===== src/shared/chop_map.svh =====
// Purpose: addresses, reset values and timing counts of the decay/diagnostic block
// Assumes: 40 MHz hclk, AHB-Lite word registers
// Notes: definitions only
`ifndef CHOP_MAP_SVH
`define CHOP_MAP_SVH

// register byte offsets (low 12 address bits decoded)
`define ADDR_CTRL 12'h000
`define ADDR_DIAG 12'h004
`define ADDR_IRQ_STAT 12'h008
`define ADDR_IRQ_MASK 12'h00C

// reset values
`define CTRL_RST 16'h0000
`define EV_RST 6'h00
`define WORD_ZERO 32'h0000_0000

// decay timing: units of 32 clocks, slow decay plus a fixed 12 clock base
`define DECAY_UNIT_SH 5
`define SLOW_BASE 10'h00C
`define CNT_ONE 10'h001
`define CNT_ZERO 10'h000
`define CNT_MAX 10'h3FF

// open load: on phase longer than this means target current unreachable
`define CLK_NS 25
`define OPEN_LOAD_NS 10000
`define OPEN_LOAD_CYC ((`OPEN_LOAD_NS + `CLK_NS - 1) / `CLK_NS)

// short detection: first hit plus this many retries before latch-off
`define SHORT_RETRIES 2'h3
`define TRIES_ZERO 2'h0

// pseudo-random generator
`define LFSR_SEED 8'hA5
`define LFSR_TAPS 8'hB8

`endif


===== src/shared/chop_pkg.sv =====
// Purpose: types shared by the decay/diagnostic block
// Assumes: chop_map.svh holds the numbers
// Notes: struct bit order is the register bit order, msb first
package chop_pkg;

    // control register, bits 15..0
    typedef struct packed {
        logic drv_en;
        logic mode_sel;
        logic rand_en;
        logic comp_dis;
        logic fast_decay_top_bit;
        logic [3:0] hyst_end_field;
        logic [2:0] hyst_start_field;
        logic [3:0] slow_decay_time;
    } ctrl_t;

    // driver_diag_word, bits 8..0; bits 5..0 are the interrupt events
    typedef struct packed {
        logic const_off_active;
        logic bridge_on_b;
        logic bridge_on_a;
        logic open_load_b;
        logic open_load_a;
        logic short_ground_flag_coil_b;
        logic short_ground_flag_coil_a;
        logic overtemp_shutdown_flag;
        logic overtemp_prewarn_flag;
    } diag_t;

    // from the coil bridge and comparators
    typedef struct packed {
        logic cmp_peak;
        logic cmp_neg;
        logic short_evt;
    } coil_in_t;

    // to the coil bridge, plus the coil flags
    typedef struct packed {
        logic bridge_en;
        logic drive_on;
        logic fast_decay;
        logic short_flag;
        logic open_load;
    } coil_out_t;

    typedef enum logic [1:0] {
        PH_OFF = 2'b00,
        PH_ON = 2'b01,
        PH_FAST = 2'b10,
        PH_SLOW = 2'b11
    } coil_phase_t;

    typedef struct packed {
        coil_phase_t phase;
        logic [9:0] cnt;
        logic [1:0] tries;
        coil_out_t out;
    } coil_state_t;

    typedef struct packed {
        logic [7:0] sr;
    } lfsr_state_t;

    typedef struct packed {
        ctrl_t ctrl;
        logic [5:0] stat;
        logic [5:0] mask;
        logic [5:0] ev_prev;
        logic hot_latch;
        logic [11:0] addr;
        logic wr;
        logic pend;
        logic hreadyout;
        logic hresp;
        logic [31:0] hrdata;
        logic irq;
    } top_state_t;

endpackage


===== src/rtl/chop_top.sv =====
// Purpose: decay control and driver diagnostics for two coils, AHB-Lite registers
// Assumes: all pin inputs synchronous to hclk; single-word transfers only
// Notes: one wait state on every access; interrupts are sticky, write one to clear
//
// Notes on behaviour
// - mode select 1 runs the constant off-time chopper.
// - mode select 0 picks hysteresis chopper, 1 the constant off-time one.
// - in constant off-time mode, each on phase ended by comparator is followed by fixed fast decay.
// - fast decay length is top bit plus start bits; zero means slow only.
// - comparator may end fast decay early unless its disable bit is set.
// - fullstep under load-dependent speed control forces constant off-time.
// - both coil choppers run independently, unsynchronised.
// - random enable modulates slow decay time from a pseudo-random generator.
// - pre-warning and shutdown temperature flags are provided.
// - after shutdown the driver stays off until pre-warning clears.
// - short detection retries three times before switching off.
// - a confirmed short turns off only that coil and sets its flag.
// - short latch-off ends only by disabling then re-enabling the driver.
// - open-load flag sets when coil current cannot reach its target.
// - open-load flags are information only, no driver action.
// - open load is not judged during standstill.
`timescale 1ns/1ps
`include "chop_map.svh"
module chop_top
    import chop_pkg::*;
(
    input wire logic hclk,
    input wire logic hresetn,
    input wire logic hsel,
    input wire logic [31:0] haddr,
    input wire logic [1:0] htrans,
    input wire logic hwrite,
    input wire logic [2:0] hsize,
    input wire logic [31:0] hwdata,
    input wire logic hready,
    output logic [31:0] hrdata,
    output logic hreadyout,
    output logic hresp,
    input wire logic temp_prewarn,
    input wire logic temp_shutdown,
    input wire logic fullstep_load_mode,
    input wire logic motor_standstill,
    input wire coil_in_t coil_a_in,
    input wire coil_in_t coil_b_in,
    output coil_out_t coil_a_out,
    output coil_out_t coil_b_out,
    output logic irq
);

    ////////////////////////////////////////////////////////////////////////
    // declarations

    top_state_t s_q;
    top_state_t s_d;
    diag_t diag;
    logic [5:0] ev_now;
    logic [5:0] ev_rise;
    logic [5:0] w1c;
    logic [7:0] rnd;
    logic [3:0] rnd_a;
    logic [3:0] rnd_b;
    logic const_off;
    logic run;
    logic [3:0] fast_len;
    logic addr_phase;

    ////////////////////////////////////////////////////////////////////////
    // chopper configuration

    // fullstep load-dependent mode overrides the mode bit
    assign const_off = s_q.ctrl.mode_sel || fullstep_load_mode;

    // fast decay length joins the top bit and the start field
    assign fast_len = {s_q.ctrl.fast_decay_top_bit, s_q.ctrl.hyst_start_field};

    // zero off time also keeps the bridges off, as a safe idle setting
    assign run = s_q.ctrl.drv_en && !s_q.hot_latch && s_q.ctrl.slow_decay_time != 4'h0;

    // separate nibbles so the coils do not beat in step
    assign rnd_a = s_q.ctrl.rand_en ? rnd[3:0] : 4'h0;
    assign rnd_b = s_q.ctrl.rand_en ? rnd[7:4] : 4'h0;

    ////////////////////////////////////////////////////////////////////////
    // random source and coil sequencers

    rand_lfsr u_rand
    (
        .hclk(hclk),
        .hresetn(hresetn),
        .rnd(rnd)
    );

    // each coil has its own timers, no shared phase
    coil_chopper u_coil_a
    (
        .hclk(hclk),
        .hresetn(hresetn),
        .run(run),
        .drv_en(s_q.ctrl.drv_en),
        .const_off(const_off),
        .fast_len(fast_len),
        .slow_len(s_q.ctrl.slow_decay_time),
        .comp_dis(s_q.ctrl.comp_dis),
        .rnd(rnd_a),
        .standstill(motor_standstill),
        .cin(coil_a_in),
        .cout(coil_a_out)
    );

    coil_chopper u_coil_b
    (
        .hclk(hclk),
        .hresetn(hresetn),
        .run(run),
        .drv_en(s_q.ctrl.drv_en),
        .const_off(const_off),
        .fast_len(fast_len),
        .slow_len(s_q.ctrl.slow_decay_time),
        .comp_dis(s_q.ctrl.comp_dis),
        .rnd(rnd_b),
        .standstill(motor_standstill),
        .cin(coil_b_in),
        .cout(coil_b_out)
    );

    ////////////////////////////////////////////////////////////////////////
    // diagnostic word

    // open load feeds only this word and the interrupt, never the bridges
    always_comb
    begin
        diag.overtemp_prewarn_flag = temp_prewarn;
        diag.overtemp_shutdown_flag = s_q.hot_latch;
        diag.short_ground_flag_coil_a = coil_a_out.short_flag;
        diag.short_ground_flag_coil_b = coil_b_out.short_flag;
        diag.open_load_a = coil_a_out.open_load;
        diag.open_load_b = coil_b_out.open_load;
        diag.bridge_on_a = coil_a_out.bridge_en;
        diag.bridge_on_b = coil_b_out.bridge_en;
        diag.const_off_active = const_off;
    end

    // a flag turning on is an event
    assign ev_now = diag[5:0];
    assign ev_rise = ev_now & ~s_q.ev_prev;

    // bus handshake accepts a transfer only when the bus is ready
    assign addr_phase = hsel && hready && htrans[1];

    // write-one-to-clear mask, only in a write data phase to the status word
    assign w1c = (s_q.pend && s_q.wr && s_q.addr == `ADDR_IRQ_STAT) ? hwdata[5:0] : `EV_RST;

    ////////////////////////////////////////////////////////////////////////
    // next state

    always_comb
    begin
        s_d = s_q;
        s_d.hresp = 1'b0;
        s_d.ev_prev = ev_now;

        // overtemp latch: shutdown sets, cool-down below pre-warning clears
        if (!temp_prewarn)
            s_d.hot_latch = 1'b0;
        if (temp_shutdown)
            s_d.hot_latch = 1'b1;

        // bus: address phase, then one wait cycle that does the access
        if (s_q.pend)
        begin
            s_d.pend = 1'b0;
            s_d.hreadyout = 1'b1;
            if (s_q.wr)
            begin
                if (s_q.addr == `ADDR_CTRL)
                    s_d.ctrl = ctrl_t'(hwdata[15:0]);
                else if (s_q.addr == `ADDR_IRQ_MASK)
                    s_d.mask = hwdata[5:0];
            end
            else
            begin
                if (s_q.addr == `ADDR_CTRL)
                    s_d.hrdata = 32'(s_q.ctrl);
                else if (s_q.addr == `ADDR_DIAG)
                    s_d.hrdata = 32'(diag);
                else if (s_q.addr == `ADDR_IRQ_STAT)
                    s_d.hrdata = 32'(s_q.stat);
                else if (s_q.addr == `ADDR_IRQ_MASK)
                    s_d.hrdata = 32'(s_q.mask);
                else
                    s_d.hrdata = `WORD_ZERO;
            end
        end
        else if (addr_phase)
        begin
            s_d.pend = 1'b1;
            s_d.hreadyout = 1'b0;
            s_d.addr = haddr[11:0];
            s_d.wr = hwrite;
        end

        // sticky status: a new event beats a clear in the same cycle
        s_d.stat = (s_q.stat & ~w1c) | ev_rise;

        // level interrupt from the values about to be stored
        s_d.irq = |(s_d.stat & s_d.mask);
    end

    ////////////////////////////////////////////////////////////////////////
    // state register

    always_ff @(posedge hclk or negedge hresetn)
    begin
        if (!hresetn)
        begin
            s_q <= '0;
            s_q.ctrl <= ctrl_t'(`CTRL_RST);
            s_q.hreadyout <= 1'b1;
            s_q.hrdata <= `WORD_ZERO;
        end
        else
            s_q <= s_d;
    end

    // outputs straight from the state register
    assign hrdata = s_q.hrdata;
    assign hreadyout = s_q.hreadyout;
    assign hresp = s_q.hresp;
    assign irq = s_q.irq;

endmodule // chop_top


===== src/rtl/coil_chopper.sv =====
// Purpose: on / fast decay / slow decay sequencer and protection of one coil
// Assumes: comparator and short inputs synchronous to hclk
// Notes: outputs are registered; one instance per coil
`timescale 1ns/1ps
`include "chop_map.svh"
module coil_chopper
    import chop_pkg::*;
(
    input wire logic hclk,
    input wire logic hresetn,
    input wire logic run,
    input wire logic drv_en,
    input wire logic const_off,
    input wire logic [3:0] fast_len,
    input wire logic [3:0] slow_len,
    input wire logic comp_dis,
    input wire logic [3:0] rnd,
    input wire logic standstill,
    input wire coil_in_t cin,
    output coil_out_t cout
);
    coil_state_t s_q;
    coil_state_t s_d;
    logic [9:0] slow_load;
    logic [9:0] fast_load;

    // off time with optional random stretch
    assign slow_load = (10'(slow_len) << `DECAY_UNIT_SH) + `SLOW_BASE + 10'(rnd);
    assign fast_load = 10'(fast_len) << `DECAY_UNIT_SH;

    always_comb
    begin
        s_d = s_q;
        case (s_q.phase)
            PH_OFF:
            begin
                if (run && !s_q.out.short_flag)
                begin
                    s_d.phase = PH_ON;
                    s_d.cnt = `CNT_ZERO;
                end
            end
            PH_ON:
            begin
                if (s_q.cnt != `CNT_MAX)
                    s_d.cnt = s_q.cnt + `CNT_ONE;
                if (cin.short_evt)
                begin
                    // retry through a slow decay before giving up
                    if (s_q.tries == `SHORT_RETRIES)
                    begin
                        s_d.out.short_flag = 1'b1;
                        s_d.phase = PH_OFF;
                    end
                    else
                    begin
                        s_d.tries = s_q.tries + 2'h1;
                        s_d.phase = PH_SLOW;
                        s_d.cnt = slow_load;
                    end
                end
                else if (cin.cmp_peak)
                begin
                    // comparator ends the on phase
                    s_d.tries = `TRIES_ZERO;
                    s_d.out.open_load = 1'b0;
                    if (const_off && fast_len != 4'h0)
                    begin
                        s_d.phase = PH_FAST;
                        s_d.cnt = fast_load;
                    end
                    else
                    begin
                        s_d.phase = PH_SLOW;
                        s_d.cnt = slow_load;
                    end
                end
                // at or beyond the limit, so a long on phase begun in standstill is still judged later
                else if (s_q.cnt >= 10'(`OPEN_LOAD_CYC) && !standstill)
                    s_d.out.open_load = 1'b1;
            end
            PH_FAST:
            begin
                s_d.cnt = s_q.cnt - `CNT_ONE;
                if (s_q.cnt <= `CNT_ONE || (!comp_dis && cin.cmp_neg))
                begin
                    s_d.phase = PH_SLOW;
                    s_d.cnt = slow_load;
                end
            end
            default:
            begin
                s_d.cnt = s_q.cnt - `CNT_ONE;
                if (s_q.cnt <= `CNT_ONE)
                begin
                    s_d.phase = PH_ON;
                    s_d.cnt = `CNT_ZERO;
                end
            end
        endcase
        // overtemp or disable stops the bridge at once
        if (!run)
            s_d.phase = PH_OFF;
        // latched short only clears by dropping the enable
        if (!drv_en)
        begin
            s_d.out.short_flag = 1'b0;
            s_d.tries = `TRIES_ZERO;
        end
        s_d.out.bridge_en = s_d.phase != PH_OFF;
        s_d.out.drive_on = s_d.phase == PH_ON;
        s_d.out.fast_decay = s_d.phase == PH_FAST;
    end

    always_ff @(posedge hclk or negedge hresetn)
    begin
        if (!hresetn)
            s_q <= '0;
        else
            s_q <= s_d;
    end

    assign cout = s_q.out;
endmodule // coil_chopper


===== src/rtl/rand_lfsr.sv =====
// Purpose: free-running pseudo-random source for off-time modulation
// Assumes: one step per clock
// Notes: 8-bit fibonacci register, never reaches all zeros
`timescale 1ns/1ps
`include "chop_map.svh"
module rand_lfsr
    import chop_pkg::*;
(
    input wire logic hclk,
    input wire logic hresetn,
    output logic [7:0] rnd
);
    lfsr_state_t s_q;
    lfsr_state_t s_d;

    // shift in the parity of the tapped bits
    always_comb
    begin
        s_d = s_q;
        s_d.sr = {s_q.sr[6:0], ^(s_q.sr & `LFSR_TAPS)};
    end

    always_ff @(posedge hclk or negedge hresetn)
    begin
        if (!hresetn)
            s_q <= '{sr: `LFSR_SEED};
        else
            s_q <= s_d;
    end

    assign rnd = s_q.sr;
endmodule // rand_lfsr


===== config.mk =====
export PLATFORM = sky130hd
export DESIGN_NAME = chop_top
export DESIGN_NICKNAME = d
export VERILOG_FILES = /design/src/shared/chop_pkg.sv /design/src/rtl/chop_top.sv /design/src/rtl/coil_chopper.sv /design/src/rtl/rand_lfsr.sv
export VERILOG_INCLUDE_DIRS = /design/src /design/src/shared
export SDC_FILE = /design/constraint.sdc
export NUM_CORES = 1
export LEC_CHECK = 0
export ABC_CLOCK_PERIOD_IN_PS = 3400
export BUFFER_PORTS_ARGS = -buffer_cell sky130_fd_sc_hd__buf_2
export CORE_UTILIZATION = 55
export DETAILED_ROUTE_END_ITERATION = 8
export PLACE_DENSITY = 0.85
export SYNTH_ARGS = -nofsm -noshare
export SYNTH_HDL_FRONTEND = slang
export SYNTH_SLANG_ARGS = --single-unit

===== constraint.sdc =====
create_clock -name hclk -period 3.4 [get_ports hclk]
set_input_delay 0.68 -clock hclk [delete_from_list [all_inputs] [get_ports hclk]]
set_output_delay 0.68 -clock hclk [all_outputs]
set_load 0.005 [all_outputs]

; ---- Yosys cells after proc, flatten, opt, wreduce, memory -nomap -nowiden
; Cells that the tools add are included.
[totals]
regBits = 129
elab_cells = 183
[classes]
order_cmp = 4
reduce_logical = 42
n_eq_ne = 28
muxes = 55
addsub = 9
bitwise_logic = 10
[ops]
columns = operator, n
row1 = 2-to-1 mux 12 bit, 8
row2 = case mux 12 bit (3 select lines), 2
row3 = 2-to-1 mux 14 bit, 4
row4 = 2-to-1 mux 6 bit, 7
row5 = equality test 12 x 4 -> 1 bit (second input constant), 2
row6 = 2-to-1 mux 2 bit, 12
row7 = 2-to-1 mux 11 bit, 2
row8 = AND reduction 3 bit, 7
row9 = adder 10 x 1 -> 10 bit (second input constant), 2
row10 = adder 10 x 4 -> 10 bit, 2
row11 = >= comparator 10 x 9 -> 1 bit (second input constant), 2
row12 = <= comparator 10 x 1 -> 1 bit (second input constant), 2
row13 = 2-to-1 mux 10 bit, 2
row14 = inequality test 10 bit (second input constant), 2
row15 = subtractor 10 x 1 -> 10 bit (second input constant), 2
row16 = bitwise AND 6 bit, 3
row17 = 2-to-1 mux 16 bit, 1
row18 = 2-to-1 mux 1 bit, 14
row19 = inequality test 2 x 1 -> 1 bit (second input constant), 7
row20 = logical AND 1 bit, 13
row21 = equality test 12 x 3 -> 1 bit (second input constant), 1
row22 = equality test 2 bit (second input constant), 6
row23 = zero test 12 bit, 1
row24 = inequality test 3 bit (second input constant), 4
row25 = other kinds (17), 40

; ---- Longest topological paths before layout
[logic_depth]
word_depth = 8
depth_mapped = 8
mapped_depth_nobuf = 8

; ---- Modules after synthesis
; From an unflattened synthesis, not the netlist that was laid out.
[unflattened]
cells_unflattened = 691
hier_area_um2 = 6660.1
[by_module_without_submodules]
columns = mod, area_per_inst_um2, cells_per_inst, n_inst, seq_area_each_um2
row1 = chop_top, 3160.5, 267, 1, 1677.9
row2 = coil_chopper at u_coil_b, 1620.3, 207, 1, 475.5
row3 = coil_chopper at u_coil_a, 1595.3, 199, 1, 475.5
row4 = rand_lfsr, 284.0, 18, 1, 205.2

; ---- Least setup slack after synthesis
; OpenSTA, ideal clock, no wires.
[synth_timing]
path_type = register -> register
start = register s_q[46] (netlist name)
end = register s_q (netlist bit fast_len[1])
synth_period_minus_slack_ns = 2.205
path_buffers = 2
stages_incl_launch_ff = 7
arrival_ns = 2.080
setup_slack_ns = 1.195
setup_time_ns = 0.125
t_required_ns = 3.275
path_cell_list = dfrtp_1 > nor4_4 > nand3_2 > or4_1 > buf_4 > buf_6 > mux2_4
[synth_via]
elab_chain_len = 2
[synth_rtl]
columns = element, line_no
row1 = start: declaration, chop_top.sv:53  ; top_state_t s_q;
row2 = zero test 12 bit (no source line), --
row3 = AND reduction 3 bit (no source line), --
; Every way passes these cells.
; A chain may end at the register's enable or synchronous reset.

; ---- Worst setup path after layout
[layout_timing]
start = register s_q[46] (netlist name)
end = register s_q[76] (netlist name)
; Same word-level chain as after synthesis.

==> impl_metrics.ini <==
[timing]
hold_slack_ps = 279
layout_min_cycle_time_ps = 2780
rsz0062_at_grt = false
tns_ps = 0
fin_skew_ps = 8.49
post-route-period-util_pct = 81.8
finalSetupViolCount = 0
maxSlewViolCount = 0
hold_viol = 0
max_freq_mhz = 359
slew_headroom_pct = 36.9
tightest_slew_ps = 946

[floorplan]
die_x_um = 111
initial_utilization_pct = 57.1
core_area_um2 = 11500
die_y_um = 111
io_pins = 129
die_area_um2 = 12400
fp-row-count = 39

[clock_network]
clockBufferDepth = 2
postCtsHoldBufs = 0
path_clk_slew_ps = 60
cts_tree = yes
post_cts_buffers = 0
cts_resized = 0
cts-htree-levels = 4
cts-root-buf = clkbuf_16
clock_latency_ps = 420
cts_sinks = 113
cts_buffers = 17

[routing]
avgViaCountPerCell = 6.43
drt_pass1_iterations = 8
drtIter0Drc = 690
ant_nets = 0
routed_wl_mm = 17.3
routedWlPerCell_um = 19.6
drc_errors = 14
vias = 5672

[worst_setup_path]
arrival_ps = 3090
r2r_cells = 4
path_max_fanout = 18
startpoint_type = flip-flop
critPathKind = reg -> reg
r2r_slack_ps = 620
end_kind = flip-flop
cp_data_required_time_ps = 3700
timing.rr.end = s_q[76]
r2r-start = s_q[46]

[global_routing]
grt_pass1_vias = 5525
grt_pass1_wl_mm = 28.2
grt_overflow_total = 0
antenna_found_initial = 0
grt_max_degree = 51
grt_usage_pct = 29.0

[yosys]
synthArstFlopShare_pct = 100
synth_top_area_share_pct = 41.1
syn_inst = 693
synth_edf_count = 0
ys_ff_latch = 113
avgSynthCellArea_um2 = 9.48
synth_ff_type = dfrtp_1
netlist_area_um2 = 6570
yosysTopAreaCell = dfrtp_1
ys_types = 77
ys_seq_area_share_pct = 43.1
yosys-top-cells-area = dfrtp_1, buf_4, nand2_1
ys_warn_count = 0

[finish]
n_fill_cell = 911
register_area_um2 = 2830
mostFrequentLayoutCell = dfrtp_1
final_nets = 821
area_delta_synth_final_pct = 11.8
layout_common_cells = dfrtp_1, nand2_1, buf_2
diodes = 0
multi_input_area_um2 = 3230
drive_gt1_share_pct = 22.9

[place]
io_buffers = 71
place_hpwl_mm = 12.1
place_congestion = 0.899

[flow_run]
drv_cap = 0

[pwr]
p_per_area_nw_per_um2 = 578
leakage_nw = 3.34
peakVddDrop_uv = 388
totalPowerFinal_mw = 4.25

[run_status]
status = finished, violations left
violations = DRC

[min_path]
min_path_type = in -> async
## metal layers
layer / global-route usage [%] / share of wire (%) / vias to the layer above
met5: 0 / 0 / -
met4: 12.4 / 2.3 / 0
met3: 7.16 / 8.5 / 53
met2: 44.8 / 47 / 323
met1: 39.1 / 43 / 2748
li1: - / - / 2548
## registers in the layout, summed over array words and instances, names as in the netlist
name,cells
fast_len,4
u_rand.rnd,8
hreadyout,1
u_coil_b.cout,5
s_q,44
u_coil_b.s_q,14
hrdata,16
u_coil_a.s_q,14
u_coil_a.cout,5
irq,1
diag,1
## critical path, cell delays in order (launching register included)
cell	delay, ps
dfrtp_1	410
nor4_4	660
nand3_2	180
or4_1	950
mux2_4	460
## worst max-delay path by stage
stage	from	endpoint	slack (ps)
6_report	s_q[46]	s_q[76]	620
3_3_place_gp	s_q[46]	s_q[75]	790
4_1_cts	s_q[46]	s_q[76]	670
5_1_grt	u_coil_a.s_q[11]	u_coil_a.s_q[12]	510
2_1_floorplan	s_q[46]	fast_len[1]	1200
3_5_place_dp	s_q[46]	s_q[76]	690
## metrics by stage
stage	instances	setup slack (ps)	util, %	cell area [µm²]
after global placement	850	794	58.6	6750
after CTS	882	675	63.8	7350
final	882	618	63.8	7350
after global routing	882	514	63.8	7350
after detailed placement	850	689	58.6	6750
after floorplan	709	1200	-	6630
## cell usage after synthesis (all sizes together), types with 5 or more instances
cell and count:
buf 51, dfrtp 108, clkbuf 32, nand2 86
a221o 6, or2 6, mux2 21, nor4 13
and3 9, nand4 12, inv 21, a22o 11
nand3 16, o22ai 5, a31oi 18, nor2b 15
ha 11, or3 5, dfstp 5, mux4 6
o31ai 13, nor2 40, a211oi 8, or4 5
nor3 21, nand2b 9, a21oi 25, o21ai 40
## layout make-up
class / count / share of cell area, %
Timing Repair Buffer: 81 / 5.89
Tap cell: 143 / 2.44
Multi-Input combinational cell: 492 / 44.0
Sequential cell: 113 / 38.6
Clock inverter: 14 / 2.09
Inverter: 21 / 1.07
Clock buffer: 18 / 5.98
## logic make-up after synthesis
family | count (synthesis) | share of synthesized area [%]
compound gates | 175 | 18.4
fa+ha+maj | 11 | 2.09
mux | 31 | 6.61
flops | 113 | 43.1
other cells | 1 | 0.0571
buf+inv | 104 | 8.66
simple gates | 252 | 20.2
xor+xnor | 6 | 0.800
## power breakdown
| part | switching, mW | total, mW | internal, mW | leakage [nW] |
|---|---|---|---|---|
| combinational | 0.445 | 0.766 | 0.321 | 1.65 |
| sequential | 0.228 | 1.70 | 1.47 | 1.41 |
| clock | 0.683 | 1.79 | 1.11 | 0.284 |
| total | 1.36 | 4.25 | 2.89 | 3.34 |
Note: power is estimated with default switching activity, not from simulation.
